--- src/include/tpl_map.svh ---
// Register map, field positions, reset values and timing of the probe latch
`ifndef TPL_MAP_SVH
`define TPL_MAP_SVH

// ============================================================
// Register word indices (byte address is four times the index)
`define TPL_IDX_FUNC      14'h2de8
`define TPL_IDX_STATUS    14'h2de9
`define TPL_IDX_POS_RISE  14'h2dea
`define TPL_IDX_POS_FALL  14'h2deb
`define TPL_IDX_TS_RISE   14'h2df8
`define TPL_IDX_TS_FALL   14'h2df9
`define TPL_IDX_IRQ_STAT  14'h2e00
`define TPL_IDX_IRQ_MASK  14'h2e01

// ============================================================
// Function word fields
`define TPL_FN_EN         0
`define TPL_FN_CONT       1
`define TPL_FN_RISE       4
`define TPL_FN_FALL       5
`define TPL_FN_WMASK      16'h0033

// ============================================================
// Status word fields
`define TPL_ST_EN         0
`define TPL_ST_RISE       1
`define TPL_ST_FALL       2
`define TPL_ST_TOG_RISE   6
`define TPL_ST_TOG_FALL   7

// ============================================================
// Interrupt bits, reset values, responses
`define TPL_IRQ_RISE      0
`define TPL_IRQ_FALL      1
`define TPL_FUNC_RST      16'h0000
`define TPL_MASK_RST      2'h0
`define TPL_RESP_OKAY     2'h0
`define TPL_RESP_SLVERR   2'h2

// ============================================================
// Probe input timing owed by the sensor side
`define TPL_PROBE_MIN_US  500

`endif

--- src/include/tpl_pkg.sv ---
// Types shared by the probe latch design
package tpl_pkg;

    typedef struct packed {
        logic [31:0] pos;
        logic [31:0] ts;
    } tpl_latch_s;

    typedef struct packed {
        logic        awready;
        logic        wready;
        logic        bvalid;
        logic [1:0]  bresp;
        logic        arready;
        logic        rvalid;
        logic [31:0] rdata;
        logic [1:0]  rresp;
        logic        aw_have;
        logic        w_have;
        logic [13:0] waddr;
        logic [31:0] wdata;
        logic [3:0]  wstrb;
        logic [15:0] func;
        logic        stored_r;
        logic        stored_f;
        logic        tog_r;
        logic        tog_f;
        tpl_latch_s  rise;
        tpl_latch_s  fall;
        logic [31:0] ts_cnt;
        logic [2:0]  sync;
        logic [1:0]  irq_stat;
        logic [1:0]  irq_mask;
        logic        irq;
    } tpl_state_s;

endpackage

--- src/logic/tpl_top.sv ---
// Probe latch with position and time stamp capture over AXI4-Lite
//
// Chosen here: the AXI4-Lite register port.
`timescale 1ns/1ps
`include "tpl_map.svh"

// Notes on behaviour
// - Status bit 0 mirrors probe enable
// - Bit 1 sets after rising pair stored
// - Function bit 4 low clears rising flag
// - Bit 2 sets after falling pair stored
// - Function bit 5 low clears falling flag
// - Continuous mode toggles bit 6 per rise
// - Continuous mode toggles bit 7 per fall
// - Reserved status bits carry no meaning
// - Enable plus both samples arms both edges while both flags are clear
// - Armed edge stores position, stamp and flag together
// - Rise sample off clears flag, keeps data
// - Rise sample on rearms without touching data
// - Disable clears flags, latched data kept
module tpl_top (
    input  wire logic        aclk,
    input  wire logic        aresetn,
    input  wire logic [15:0] s_axi_awaddr,
    input  wire logic        s_axi_awvalid,
    output logic             s_axi_awready,
    input  wire logic [31:0] s_axi_wdata,
    input  wire logic [3:0]  s_axi_wstrb,
    input  wire logic        s_axi_wvalid,
    output logic             s_axi_wready,
    output logic [1:0]       s_axi_bresp,
    output logic             s_axi_bvalid,
    input  wire logic        s_axi_bready,
    input  wire logic [15:0] s_axi_araddr,
    input  wire logic        s_axi_arvalid,
    output logic             s_axi_arready,
    output logic [31:0]      s_axi_rdata,
    output logic [1:0]       s_axi_rresp,
    output logic             s_axi_rvalid,
    input  wire logic        s_axi_rready,
    input  wire logic        probe_in,
    input  wire logic [31:0] pos_fb,
    output logic             irq
);

    // ============================================================
    // State and helper terms
    tpl_pkg::tpl_state_s q;
    tpl_pkg::tpl_state_s d;
    logic                rise_ev;
    logic                fall_ev;
    logic                en;
    logic                cont;
    logic                rise_arm;
    logic                fall_arm;
    logic                rise_hit;
    logic                fall_hit;
    logic [15:0]         status_w;
    logic                ar_take;
    logic                wr_go;
    logic [13:0]         ridx;

    // Edge seen between second and third stage only
    assign rise_ev  = q.sync[1] & ~q.sync[2];
    assign fall_ev  = ~q.sync[1] & q.sync[2];
    assign en       = q.func[`TPL_FN_EN];
    assign cont     = q.func[`TPL_FN_CONT];
    // Single shot waits for software to drop the sample bit
    assign rise_arm = en & q.func[`TPL_FN_RISE] & (cont | ~q.stored_r);
    assign fall_arm = en & q.func[`TPL_FN_FALL] & (cont | ~q.stored_f);
    assign rise_hit = rise_ev & rise_arm;
    assign fall_hit = fall_ev & fall_arm;
    assign ar_take  = s_axi_arvalid & q.arready;
    assign wr_go    = q.aw_have & q.w_have & ~q.bvalid;
    assign ridx     = s_axi_araddr[15:2];

    // Reserved bits read as zero
    always_comb begin
        status_w                   = 16'h0000;
        status_w[`TPL_ST_EN]       = en;
        status_w[`TPL_ST_RISE]     = q.stored_r;
        status_w[`TPL_ST_FALL]     = q.stored_f;
        status_w[`TPL_ST_TOG_RISE] = q.tog_r;
        status_w[`TPL_ST_TOG_FALL] = q.tog_f;
    end

    // ============================================================
    // Next state
    always_comb begin
        d        = q;
        d.sync   = {q.sync[1:0], probe_in};
        d.ts_cnt = q.ts_cnt + 32'h0000_0001;

        // Capture pair and flag on the same edge
        if (rise_hit) begin
            d.rise.pos = pos_fb;
            d.rise.ts  = q.ts_cnt;
            d.stored_r = 1'b1;
            if (cont) begin
                d.tog_r = ~q.tog_r;
            end
        end
        if (fall_hit) begin
            d.fall.pos = pos_fb;
            d.fall.ts  = q.ts_cnt;
            d.stored_f = 1'b1;
            if (cont) begin
                d.tog_f = ~q.tog_f;
            end
        end
        // Latched data is never touched here
        if (!q.func[`TPL_FN_RISE] || !en) begin
            d.stored_r = 1'b0;
        end
        if (!q.func[`TPL_FN_FALL] || !en) begin
            d.stored_f = 1'b0;
        end

        // Write channel: address and data in either order
        if (s_axi_awvalid && q.awready) begin
            d.aw_have = 1'b1;
            d.waddr   = s_axi_awaddr[15:2];
        end
        if (s_axi_wvalid && q.wready) begin
            d.w_have = 1'b1;
            d.wdata  = s_axi_wdata;
            d.wstrb  = s_axi_wstrb;
        end
        if (wr_go) begin
            d.aw_have = 1'b0;
            d.w_have  = 1'b0;
            d.bvalid  = 1'b1;
            d.bresp   = `TPL_RESP_OKAY;
            case (q.waddr)
                `TPL_IDX_FUNC: begin
                    if (q.wstrb[0]) begin
                        d.func[7:0] = q.wdata[7:0] & 8'(`TPL_FN_WMASK);
                    end
                    if (q.wstrb[1]) begin
                        d.func[15:8] = 8'h00;
                    end
                end
                `TPL_IDX_IRQ_MASK: begin
                    if (q.wstrb[0]) begin
                        d.irq_mask = q.wdata[1:0];
                    end
                end
                `TPL_IDX_STATUS, `TPL_IDX_POS_RISE, `TPL_IDX_POS_FALL,
                `TPL_IDX_TS_RISE, `TPL_IDX_TS_FALL, `TPL_IDX_IRQ_STAT: begin
                    d.bresp = `TPL_RESP_OKAY;
                end
                default: begin
                    d.bresp = `TPL_RESP_SLVERR;
                end
            endcase
        end
        if (q.bvalid && s_axi_bready) begin
            d.bvalid = 1'b0;
        end
        d.awready = ~d.aw_have & ~d.bvalid;
        d.wready  = ~d.w_have & ~d.bvalid;

        // Read channel; status of interrupts clears on read
        if (ar_take) begin
            d.arready = 1'b0;
            d.rvalid  = 1'b1;
            d.rresp   = `TPL_RESP_OKAY;
            case (ridx)
                `TPL_IDX_FUNC:     d.rdata = {16'h0000, q.func};
                `TPL_IDX_STATUS:   d.rdata = {16'h0000, status_w};
                `TPL_IDX_POS_RISE: d.rdata = q.rise.pos;
                `TPL_IDX_POS_FALL: d.rdata = q.fall.pos;
                `TPL_IDX_TS_RISE:  d.rdata = q.rise.ts;
                `TPL_IDX_TS_FALL:  d.rdata = q.fall.ts;
                `TPL_IDX_IRQ_STAT: begin
                    d.rdata    = {30'h0000_0000, q.irq_stat};
                    d.irq_stat = 2'h0;
                end
                `TPL_IDX_IRQ_MASK: d.rdata = {30'h0000_0000, q.irq_mask};
                default: begin
                    d.rdata = 32'h0000_0000;
                    d.rresp = `TPL_RESP_SLVERR;
                end
            endcase
        end
        if (q.rvalid && s_axi_rready) begin
            d.rvalid  = 1'b0;
            d.arready = 1'b1;
        end

        // Set wins over a clearing read in the same cycle
        if (rise_hit) begin
            d.irq_stat[`TPL_IRQ_RISE] = 1'b1;
        end
        if (fall_hit) begin
            d.irq_stat[`TPL_IRQ_FALL] = 1'b1;
        end
        d.irq = |(d.irq_stat & d.irq_mask);
    end

    // ============================================================
    // State register
    always_ff @(posedge aclk) begin
        if (!aresetn) begin
            q          <= '0;
            q.func     <= `TPL_FUNC_RST;
            q.irq_mask <= `TPL_MASK_RST;
            q.arready  <= 1'b1;
            q.awready  <= 1'b1;
            q.wready   <= 1'b1;
        end else begin
            q <= d;
        end
    end

    assign s_axi_awready = q.awready;
    assign s_axi_wready  = q.wready;
    assign s_axi_bvalid  = q.bvalid;
    assign s_axi_bresp   = q.bresp;
    assign s_axi_arready = q.arready;
    assign s_axi_rvalid  = q.rvalid;
    assign s_axi_rdata   = q.rdata;
    assign s_axi_rresp   = q.rresp;
    assign irq           = q.irq;
endmodule

--- config.mk ---
export PLATFORM = sky130hd
export DESIGN_NAME = tpl_top
export DESIGN_NICKNAME = d
export VERILOG_FILES = /design/src/include/tpl_pkg.sv /design/src/logic/tpl_top.sv
export VERILOG_INCLUDE_DIRS = /design/src /design/src/include
export SDC_FILE = /design/constraint.sdc
export NUM_CORES = 1
export LEC_CHECK = 0
export BUFFER_PORTS_ARGS = -buffer_cell sky130_fd_sc_hd__buf_2
export CAP_MARGIN = 10
export CORE_MARGIN = 4
export CORE_UTILIZATION = 45
export DETAILED_ROUTE_END_ITERATION = 16
export PLACE_DENSITY = 0.71
export SYNTH_ARGS = -nofsm -noshare
export SYNTH_HDL_FRONTEND = slang
export SYNTH_SLANG_ARGS = --single-unit
export TNS_END_PERCENT = 30
--- constraint.sdc ---
create_clock -name aclk -period 1.9 [get_ports aclk]
set_input_delay 0.57 -clock aclk [delete_from_list [all_inputs] [get_ports aclk]]
set_output_delay 0.57 -clock aclk [all_outputs]
set_load 0.01 [all_outputs]
-- After elaboration in Yosys (flattened, before gate mapping)
Cells that the tools add are included.
W data, S select, Z words.
- output and inout port bits: 42
- register bits: 240
- logic and storage cells: 104
- bits of input ports: 108
- add/sub/neg operators: 1
- reduce and logical (&&, ||, !) cells: 18
- eq/ne operators: 16
- multiplexer cells: 15
- bitwise logic cells: 27
- operators by type and width (operator ; count):
    $pmux W32 S8 ; 1
    $eq A14 B14 Y1 const B ; 16
    $add A32 B1 Y32 const B ; 1
    $mux W2 ; 8
    $reduce_or A8 Y1 ; 2
    $and A1 B1 Y1 ; 13
    $not A1 Y1 ; 11
    $reduce_or A2 Y1 ; 4
    $mux W1 ; 5
    $logic_and A1 B1 Y1 ; 4
    $reduce_and A2 Y1 ; 2
    $logic_not A1 Y1 ; 3
    $mux W3 ; 1
    $reduce_and A3 Y1 ; 1
    $and A2 B2 Y2 ; 1
    $logic_or A1 B1 Y1 ; 2
    $or A1 B1 Y1 ; 2

-- Logic depth before layout (Yosys ltp)
Gate-level depths: netlist (run 1).
- depth in word-level cells: 7
- mapped depth: 7
- mapped depth without buffers: 6

-- Least setup slack after synthesis (run 1)
OpenSTA, ideal clock, no wires.
- path type: input to register
- from: input s_axi_araddr[6]
- to: register q, in the netlist irq
- slack: 0.149 ns
- buffers on the path: 1
- setup time: 0.124 ns
- data arrival time: 1.627 ns
- required time: 1.776 ns
- stages on the path: 6
- cell sequence: buf_2 > nor4_1 > nand2_1 > nor4_1 > o21a_1 > o22ai_1
- cells in the longest elaborated chain, start to end: 6
- elaborated cells between the ends (all ways): 7
- those cells by class: eq/ne: 1; mux: 4; bitwise: 1; reduce/logical: 1
- ends and longest elaborated chain (what ; RTL line ; text):
    from (decl) ; tpl_top.sv:34 ; input wire logic [15:0] s_axi_araddr,
    $eq A14 B14 Y1 * ; tpl_top.sv:168 ; case (ridx)
    $mux W2 * ; tpl_top.sv:168 ;
    $mux W2 * ; tpl_top.sv:164 ; if (ar_take) begin
    $mux W1, on equally long branches ; tpl_top.sv:192, tpl_top.sv:195 ;
    $and A2 B2 Y2 * ; tpl_top.sv:198 ; d.irq = |(d.irq_stat & d.irq_mask);
    $reduce_or A2 Y1 * ; tpl_top.sv:198 ;
    to (decl) ; tpl_top.sv:48 ; tpl_pkg::tpl_state_s q;
Mark *: on every way between the ends. The rest lies on a longest branch, timed or not.
A chain may end at the register's enable or synchronous reset.

-- Final worst setup path (run 1)
- from: register q[9] (netlist name)
- to: register q[34] (netlist name)
- cells in the longest elaborated chain, start to end: 1
- ends and longest elaborated chain (what ; RTL line ; text):
    $add A32 B1 Y32 ; tpl_top.sv:92 ; d.ts_cnt = q.ts_cnt + 32'h0000_0001;
No other way between the ends.

==> metrics.md, run 1 <==
| Metric | Value |
|---|---|
| Post-route ant nets | `0` |
| Post-synthesis register bit count | `between 200 and 250` |
| CP Capture Type | `flop` |
| Non-Filler Instances | `roughly 1.6k` |
| Die Height | `160.3 um` |
| Top_reg_cell synth | `dfxtp_1` |
| Post-CTS setup buffer count | `0` |
| CP Depth | `7` |
| Crit Path Class | `flop to flop` |
| R2r setup slk | `roughly 140 ps` |
| 1st-iter DRT viols | `a little under 600` |
| First-pass GRT wire length | `about 41000 um` |
| Area leader, netlist | `dfxtp_1` |
| Total Wirelength | `25260 um` |
| Internal power | `~8 mW` |
| CP startpoint | `q[9]$_SDFF_PN0_` |
| Die ar. | `25690 sq um` |
| N_diodes | `0` |
| R2r startpoint | `q[9]$_SDFF_PN0_` |
| Area occupied by multi-input gates | `just over 5000 sq um` |
| Rel. slew slack | `64.52%` |
| Skew-Pair Late Insertion Delay | `530 ps` |
| Sequential power share | `between 40% and 50%` |
| Ratio of cells with drive above 1 in the final layout | `~20%` |
| Port bufs | `approximately 110` |
| Top delay family on crit path | `simple AND/OR/NAND/NOR gates` |
| Crit path max fanout | `9` |
| Yosys warning total | `0` |
| I/O Pins | `150` |
| Largest net degree at the start of global routing | `66` |
| Clock skew | `around 16 ps` |
| # rows | `55` |
| Gate power share | `4.7%` |
| Fin util | `54.62%` |
| RSZ-0062 raised after global routing | `no` |
| Pwr Density | `roughly 850 nW/um^2` |
| Area fraction of the dominant cell type after synthesis | `a little under half` |
| EDFF count, synth | `0` |
| Netlist Area Pre-Place | `10440 sq um` |
| Critical Path RT | `2320 ps` |
| Gr ovfl total | `0` |
| Reg2reg end | `q[34]$_SDFF_PN0_` |
| Layout area overhead | `18.86%` |
| Status | `finished clean` |
| Total track usage | `between 10% and 20%` |
| Hold path start | `probe_in` |
| Post-DR vias/cell | `between 5 and 6` |
| # DRC | `0` |
| Slew Limit Fails | `0` |
| Worst hold slack | `roughly 280 ps` |
| Final Hold Viols | `0` |
| Maximum buffer depth of the clock tree | `3` |
| Clock power frac | `approximately 47%` |
| Antenna violations before repair | `0` |
| DP Wirelength | `between 15000 and 20000 um` |
| CTS tree | `yes` |
| Worst setup SP type | `flop` |
| Clock transition at the registers of the reported paths | `about 60 ps` |
| Die X | `160.3 um` |
| Library cells used by synthesis | `between 40 and 50` |
| Starting Density | `roughly 46%` |
| Syn_area_per_cell | `around 8.6 sq um` |
| Count leader, synth | `nand2_1` |
| Wirelength per Cell | `about 16 um` |
| Crit path largest cell delay | `~390 ps` |
| Vias in the first global route | `a little over 8k` |
| CTS root buf | `clkbuf_16` |
| Critical Path Sink | `q[34]$_SDFF_PN0_` |
| DRT Pass-1 Iters | `5` |
| Cell count after synthesis | `between 1k and 1.5k` |
| Slowest stage cell, crit path | `dfxtp_1` |
| Worst Tran Pin Value | `530.0 ps` |
| CTS Sinks | `around 240` |
| Maximum vdd drop | `just under 0.7 mV` |
| # setup viols final | `0` |
| Placed Cells | `about 1.6k` |
| Vias | `8538` |
| Fmax achieved | `approximately 570 MHz` |
| CTS H-tree lvls | `1` |
| Core Area | `between 20000 and 25000 sq um` |
| Design Area, Final | `~12000 sq um` |
| Layout net count | `~1.4k` |
| Cell area after placement | `11550 sq um` |
| Synth top cells by count | `nand2_1 (347), dfxtp_1 (236), a21boi_0 (127)` |
| Switching Share | `a little over a fifth` |
| CP arrival | `roughly 2200 ps` |
| Gp weighted congestion | `roughly 0.8` |
| Period utilization | `between 90% and 100%` |
| Setup TNS | `0 ps` |
| Final min period | `~1800 ps` |
| Register area | `about 4700 sq um` |
| Synth top area cells | `dfxtp_1 (45%), nand2_1 (12%), a21boi_0 (9.1%)` |
| CP Buf/Inv Count | `1` |
| R2R depth | `7` |
| Worst path cell trace | `ha_1 -> nand3_2 -> nor4_4 -> buf_6 -> nand4_1 -> xnor2_1 -> and2_1` |
| Max_cap viols | `0` |
| Async S/R FF share, synth | `0%` |
| Leak | `about 4.7 nW` |
| Fill count | `between 2k and 2.5k` |
| P_sw | `about 2.3 mW` |
| Post-synthesis sequential area ratio | `45.27%` |
| Worst hold path class | `input port to flop` |
| CTS buffer count | `26` |
## per-layer routing
metal	vias up	global-route usage [%]	wire length, um
met1	4039	26.11	11530
met5	-	0	0
met3	36	2.823	1410
met2	215	32.04	11850
met4	0	5.162	476
li1	4248	-	-
## power groups by stage
stage / logic [mW] / clock network (mW) / registers, mW
detailed placement: 0.495 / 0 / 5.15
global placement: 0.490 / 0 / 5.15
finish: 0.497 / 4.97 / 5.04
global route: 0.539 / 5.28 / 5.05
CTS: 0.498 / 5.06 / 5.04
floorplan: 0.274 / 0 / 5.15
## per-stage QoR
step           power (mW)  setup WS, ps
2_1_floorplan       5.419         148.6
3_3_place_gp        5.638        -58.23
3_5_place_dp        5.645        -97.55
4_1_cts             10.60         129.5
5_1_grt             10.87         10.77
6_report            10.50         135.4
## cells by family (layout without fill, tap and decap cells)
group                      Yosys count  after routing  share of synthesized area [%]
other                                1              2                        0.03593
DFF                                236            236                          45.27
adders and majority gates            1              1                         0.1199
muxes                               73             73                          7.481
and+or+nand+nor                    519            519                          23.08
buffers and inverters              120            234                          5.994
AOI/OAI and AO/OA                  235            235                          15.50
xor gates and xnor gates            30             30                          2.518
## registers in the layout, indices dropped and copies added (netlist names)
signal	cells
d	2
cont	1
s_axi_bvalid	1
q	192
s_axi_awready	1
s_axi_wready	1
irq	1
s_axi_rvalid	1
s_axi_rdata	32
s_axi_rresp	1
s_axi_arready	1
s_axi_bresp	1
en	1
## layout make-up
cell class                      instances  share of cell area (%)
Clock buffer                           38                   6.012
Multi-Input combinational cell        860                   41.20
Clock inverter                          7                  0.8775
Timing Repair Buffer                  185                   10.82
Tap cell                              285                   2.875
Sequential cell                       236                   38.09
Inverter                                4                  0.1210
## placed cells by master, fill, tap and decap left out, types with 20 or more instances in the layout
| cell type | netlist | layout |
|---|---|---|
| nand2_1 | 347 | 347 |
| dfxtp_1 | 236 | 236 |
| a21boi_0 | 127 | 127 |
| buf_2 | 29 | 110 |
| buf_4 | 37 | 56 |
| mux2i_1 | 42 | 42 |
| and2_1 | 41 | 41 |
| o21ai_0 | 35 | 35 |
| nor3_1 | 33 | 33 |
| a21oi_1 | 32 | 32 |
| mux2_2 | 30 | 30 |
| clkbuf_16 | 0 | 26 |
| xnor2_1 | 24 | 24 |
| a21boi_1 | 23 | 23 |
| nand3_1 | 20 | 20 |
## worst min path at each step
stage | endpoint | cells after the start | slack (ps)
2_1_floorplan | d[7]$_SDFF_PN0_ | 1 | 410
3_3_place_gp | s_axi_rdata[19]$_SDFFE_PN0N_ | 2 | 430
3_5_place_dp | d[7]$_SDFF_PN0_ | 1 | 430
4_1_cts | d[6]$_SDFF_PN0_ | 2 | 260
5_1_grt | d[6]$_SDFF_PN0_ | 2 | 270
6_report | d[6]$_SDFF_PN0_ | 2 | 280
## worst register-to-register path, cell delays in order (launching register included)
cell and delay, ps:
dfxtp_1 390, ha_1 230, nand3_2 130, nor4_4 290
buf_6 190, nand4_1 140, xnor2_1 150, and2_1 150
## repair_timing
item | in CTS | in global routing
gates resized for setup | 0 | 1
endpoints found under the setup margin | 0 | 1
hold buffers | 0 | 0
Note: power is estimated with default switching activity, not from simulation.
==> run 2, diff against run 1 <==
- CELL_PAD_IN_SITES_DETAIL_PLACEMENT: unset -> 1
- CELL_PAD_IN_SITES_GLOBAL_PLACEMENT: unset -> 2
- CORE_UTILIZATION: 45 -> 34
- PLACE_DENSITY: 0.71 -> 0.85
==> run 2 against run 1 <==
Against the previous run: wire length grew 14%; die area grew 31%; sequential power is essentially flat; critical endpoint is now q[147]$_SDFFE_PN0P_; flip-flop and latch count is the same; combinational power is essentially flat.
==> metrics.md, run 2 (synthesized netlist as in run 1, its figures left out) <==
| Metric | Value |
|---|---|
| N_diodes | `0` |
| CTS buffer count | `26` |
| # rows | `between 60 and 70` |
| Fmax achieved | `between 500 and 600 MHz` |
| Worst hold path class | `input port to flop` |
| CTS H-tree lvls | `1` |
| Worst setup SP type | `flop` |
| 1st-iter DRT viols | `about 360` |
| DP Wirelength | `around 19000 um` |
| Most frequent cells in the layout | `nand2_1 (347), dfxtp_1 (235), a21boi_0 (127)` |
| CP Capture Type | `flop` |
| CTS tree | `yes` |
| Gp weighted congestion | `0.7700` |
| Total track usage | `16.67%` |
| RSZ-0062 raised after global routing | `no` |
| Port bufs | `approximately 110` |
| Starting Density | `between 30% and 40%` |
| # DRC | `0` |
| Worst hold slack | `262.3 ps` |
| Post-DR vias/cell | `approximately 4.9` |
| Antenna violations before repair | `0` |
| DRT Pass-1 Iters | `6` |
| First-pass GRT wire length | `around 47000 um` |
| Hold-fix buffers at CTS | `0` |
| # setup viols final | `0` |
| Crit path largest cell delay | `660 ps` |
| Slowest stage cell, crit path | `or4b_2` |
| Vias in the first global route | `8863` |
| Reg with most FFs | `q` |
| Max FFs per register | `around 190` |
| Critical Path RT | `approximately 2300 ps` |
| CP Buf/Inv Count | `1` |
| Vias | `approximately 8.5k` |
| Post-route ant nets | `0` |
| Largest net degree at the start of global routing | `between 70 and 80` |
| Period utilization | `between 90% and 100%` |
| Layout area overhead | `20.51%` |
| I/O Pins | `150` |
| Design Area, Final | `around 13000 sq um` |
| Maximum buffer depth of the clock tree | `3` |
| CTS Sinks | `~240` |
| Leak | `around 4.7 nW` |
| Total Wirelength | `approximately 29000 um` |
| Die Height | `~180 um` |
| Leading cell type in the layout, fill and taps excluded | `nand2_1` |
| Layout net count | `about 1.4k` |
| Maximum vdd drop | `between 0.5 and 0.6 mV` |
| Post-CTS setup buffer count | `0` |
| Clock skew | `between 10 and 15 ps` |
| Pwr Density | `between 800 and 900 nW/um^2` |
| Skew-Pair Late Insertion Delay | `~530 ps` |
| Top delay family on crit path | `simple AND/OR/NAND/NOR gates` |
| Crit path max fanout | `65` |
| Final min period | `approximately 1800 ps` |
| Slew Limit Fails | `0` |
| Status | `finished clean` |
| Gr ovfl total | `0` |
| Setup TNS | `0 ps` |
| CP arrival | `roughly 2200 ps` |
| Final Hold Viols | `0` |
| Die ar. | `between 30000 and 40000 sq um` |
| Worst path cell trace | `nor2b_1 -> or4b_2 -> buf_12 -> nand2_1 -> a21boi_0` |
| Ratio of cells with drive above 1 in the final layout | `about a fifth` |
| Cell area after placement | `about 12000 sq um` |
| Core Area | `between 20000 and 30000 sq um` |
| CTS root buf | `clkbuf_16` |
| Max_cap viols | `0` |
| Die X | `between 150 and 200 um` |
| Crit Path Class | `flop to flop` |
| Clock transition at the registers of the reported paths | `around 60 ps` |
| Wirelength per Cell | `approximately 17 um` |
==> run 2: cell count changes in the layout (fill, tap and decap cells not counted), sizes merged <==
| cell | before | now |
|---|---|---|
| bufinv | 2 | 1 |
| buf | 185 | 189 |
| clkbuf | 38 | 43 |
| inv | 6 | 4 |
| clkinv | 3 | 4 |
==> run 2: worst register-to-register path: stages, from the launching register on <==
cell,delay (ps)
dfxtp_1,330
nor2b_1,160
or4b_2,660
buf_12,230
nand2_1,180
a21boi_0,90
==> run 2: final cells by class <==
| cell class | count | area (sq um) |
|---|---|---|
| Multi-Input combinational cell | 860 | 5114 |
| Inverter | 4 | 15.01 |
| Sequential cell | 236 | 4726 |
| Timing Repair Buffer | 189 | 1369 |
| Fill cell | 3557 | 17380 |
| Clock buffer | 43 | 815.8 |
| Tap cell | 390 | 488.0 |
| Clock inverter | 5 | 50.05 |
==> run 2: metrics by stage <==
step / utilization (%) / setup WS [ps] / cells / total power [mW]
after global placement: 39.09 / -85.81 / 1679 / 5.642
after detailed placement: 39.09 / -94.69 / 1679 / 5.651
final: 41.99 / 128.1 / 1727 / 10.60
after global routing: 41.99 / 25.91 / 1727 / 11.01
after CTS: 41.98 / 77.07 / 1727 / 10.75
after floorplan: - / 148.6 / 1216 / 5.419
==> run 2: worst paths after layout <==
| path | startpoint | to | slack, ps | cells after the start |
|---|---|---|---|---|
| max reg2reg | q[171]$_SDFFE_PP0P_ | q[147]$_SDFFE_PN0P_ | 130 | 5 |
| max | q[171]$_SDFFE_PP0P_ | q[147]$_SDFFE_PN0P_ | 130 | 5 |
| min reg2reg | d[6]$_SDFF_PN0_ | d[7]$_SDFF_PN0_ | 440 | 1 |
| min | probe_in | d[6]$_SDFF_PN0_ | 260 | 2 |
==> run 2: power breakdown <==
part	switching [mW]	total, mW	internal, mW
combinational	0.269	0.495	0.226
sequential	0.0379	5.04	5.00
clock	2.01	5.06	3.05
==> run 2: what timing repair did <==
| action | 4_1_cts | 5_1_grt |
|---|---|---|
| endpoints found under the hold margin | 0 | 0 |
| setup endpoints to repair | 0 | 5 |
| resized for setup | 0 | 2 |
==> run 2: layer usage <==
metal | track usage (%) | routed length (um)
met1 | 22.30 | 13560
met4 | 3.874 | 623
met5 | 0 | 0
met2 | 28.55 | 13530
met3 | 2.440 | 977
==> run 3, diff against run 2 <==
- PLACE_DENSITY: 0.85 -> 0.76
==> run 3 against run 2 <==
Against the previous run: worst hold slack better by 14 ps; critical path depth up 3; global-route usage increased by 1.0 points; power increased by 6.4%.
==> metrics.md, run 3 (synthesized netlist as in run 1, its figures left out) <==
| Metric | Value |
|---|---|
| Period utilization | `94.25%` |
| Gate power share | `approximately 4.5%` |
| Worst setup SP type | `flop` |
| CP arrival | `2220 ps` |
| # DRC | `0` |
| Grt met3 use | `approximately 2.7%` |
| Layout net count | `approximately 1.4k` |
| Core Area | `about 30000 sq um` |
| GR peak layer | `met2` |
| Worst Setup Slack, final | `roughly 110 ps` |
| Maximum vdd drop | `approximately 0.69 mV` |
| Slew Limit Fails | `0` |
| CTS tree | `yes` |
| Die X | `~180 um` |
| Post-route ant nets | `0` |
| CTS buffer count | `28` |
| P_sw | `between 2 and 2.5 mW` |
| Worst Tran Pin Value | `between 400 and 500 ps` |
| R2r setup slk | `approximately 110 ps` |
| # setup viols final | `0` |
| Cell area after placement | `between 10000 and 15000 sq um` |
| Fmax achieved | `approximately 560 MHz` |
| Worst hold path class | `input port to flop` |
| 1st-iter DRT viols | `328` |
| Wirelength per Cell | `roughly 17 um` |
| Clock skew | `between 10 and 15 ps` |
| Hold-fix buffers at CTS | `0` |
| Final min period | `roughly 1800 ps` |
| Final Hold Viols | `0` |
| Antenna violations before repair | `0` |
| Starting Density | `34.84%` |
| CTS Sinks | `about 240` |
| Post-DR vias/cell | `4.922` |
| Crit path max fanout | `8` |
| DP Wirelength | `between 20000 and 25000 um` |
| Port bufs | `112` |
| Pwr Density | `approximately 880 nW/um^2` |
| Total Wirelength | `approximately 30000 um` |
| Fin util | `~43%` |
| Vias in the first global route | `between 8k and 9k` |
| CTS H-tree lvls | `1` |
| First-pass GRT wire length | `just under 50000 um` |
| Die Height | `183.2 um` |
| Switching Share | `around a fifth` |
| DRT Pass-1 Iters | `4` |
| Met1 Use GR | `24.34%` |
| Reg with most FFs | `q` |
| Worst hold slack | `276.0 ps` |
| CTS root buf | `clkbuf_16` |
| Gp weighted congestion | `0.7774` |
| Leading cell type in the layout, fill and taps excluded | `nand2_1` |
| Internal power | `between 8 and 9 mW` |
| Die ar. | `about 34000 sq um` |
| Leak | `4.796 nW` |
| # rows | `63` |
| Pre-CTS WS | `-285.9 ps` |
| Max FFs per register | `192` |
| Layout area overhead | `22.49%` |
| N_diodes | `0` |
| Maximum buffer depth of the clock tree | `3` |
| Ratio of cells with drive above 1 in the final layout | `21.65%` |
| Setup TNS | `0 ps` |
| Design Area, Final | `around 13000 sq um` |
| Rel. slew slack | `roughly 67%` |
| Status | `finished clean` |
| Largest net degree at the start of global routing | `85` |
| Crit Path Class | `flop to flop` |
| I/O Pins | `150` |
| Sequential power share | `between 40% and 50%` |
| Clock transition at the registers of the reported paths | `roughly 60 ps` |
| Fill count | `around 3.5k` |
| CP Capture Type | `flop` |
| Skew-Pair Late Insertion Delay | `530 ps` |
| Critical Path RT | `2330 ps` |
| Global routing met2 resource utilization | `29.48%` |
| Clock power frac | `50.8%` |
| Max_cap viols | `0` |
| Vias | `about 8.6k` |
| Most frequent cells in the layout | `nand2_1 (347), dfxtp_1 (235), a21boi_0 (127)` |
| Total track usage | `about 18%` |
| Gr ovfl total | `0` |
run 3: worst paths after layout:
check / cells after the start / from / to
worst max register to register: 8 / q[9]$_SDFF_PN0_ / q[26]$_SDFF_PN0_
worst max-delay path: 8 / q[9]$_SDFF_PN0_ / q[26]$_SDFF_PN0_
worst min-delay path: 2 / probe_in / d[6]$_SDFF_PN0_
worst min register to register: 1 / d[6]$_SDFF_PN0_ / d[7]$_SDFF_PN0_
run 3: power by group through the flow:
stage / Clock (mW) / Combinational, mW / Sequential (mW)
floorplan: 0 / 0.274 / 5.15
global placement: 0 / 0.504 / 5.15
detailed placement: 0 / 0.508 / 5.15
CTS: 5.91 / 0.511 / 5.04
global route: 6.11 / 0.555 / 5.05
finish: 5.73 / 0.503 / 5.04
run 3: timing repair:
item                                    CTS  global route
gates resized for setup                   0             2
setup buffers                             0             2
endpoints found under the setup margin    0             2
run 3: area by class of cell:
type / instances / area (sq um) / area share [%]
inverter: 4 / 15.01 / 0.1175
sequential: 236 / 4726 / 36.97
timing repair buffer: 199 / 1431 / 11.20
clock inverter: 10 / 162.7 / 1.272
multi-input combinational: 860 / 5114 / 40.00
clock buffer: 40 / 847.1 / 6.626
tap: 390 / 488.0 / 3.817
run 3: through the flow:
stage | power (mW) | instances
final | 11.27 | 1739
after global routing | 11.71 | 1739
after CTS | 11.46 | 1737
after detailed placement | 5.659 | 1687
after global placement | 5.653 | 1687
after floorplan | 5.419 | 1216
run 3: worst max-delay path, stage by stage, from the launching register on:
cell and delay (ps):
dfxtp_2 360, ha_2 210, nand3_2 140, nor4_4 370, buf_12 170, buf_4 110, nand2_1 50, xnor2_1 110
and2_1 150
run 3: per-layer routing:
metal | wire length [um] | vias up | part of all wire (%)
li1 | - | 4273 | -
met1 | 14350 | 4125 | 48
met2 | 14140 | 123 | 47
met3 | 1017 | 39 | 3.4
met4 | 602 | 0 | 2.0
met5 | 0 | - | 0
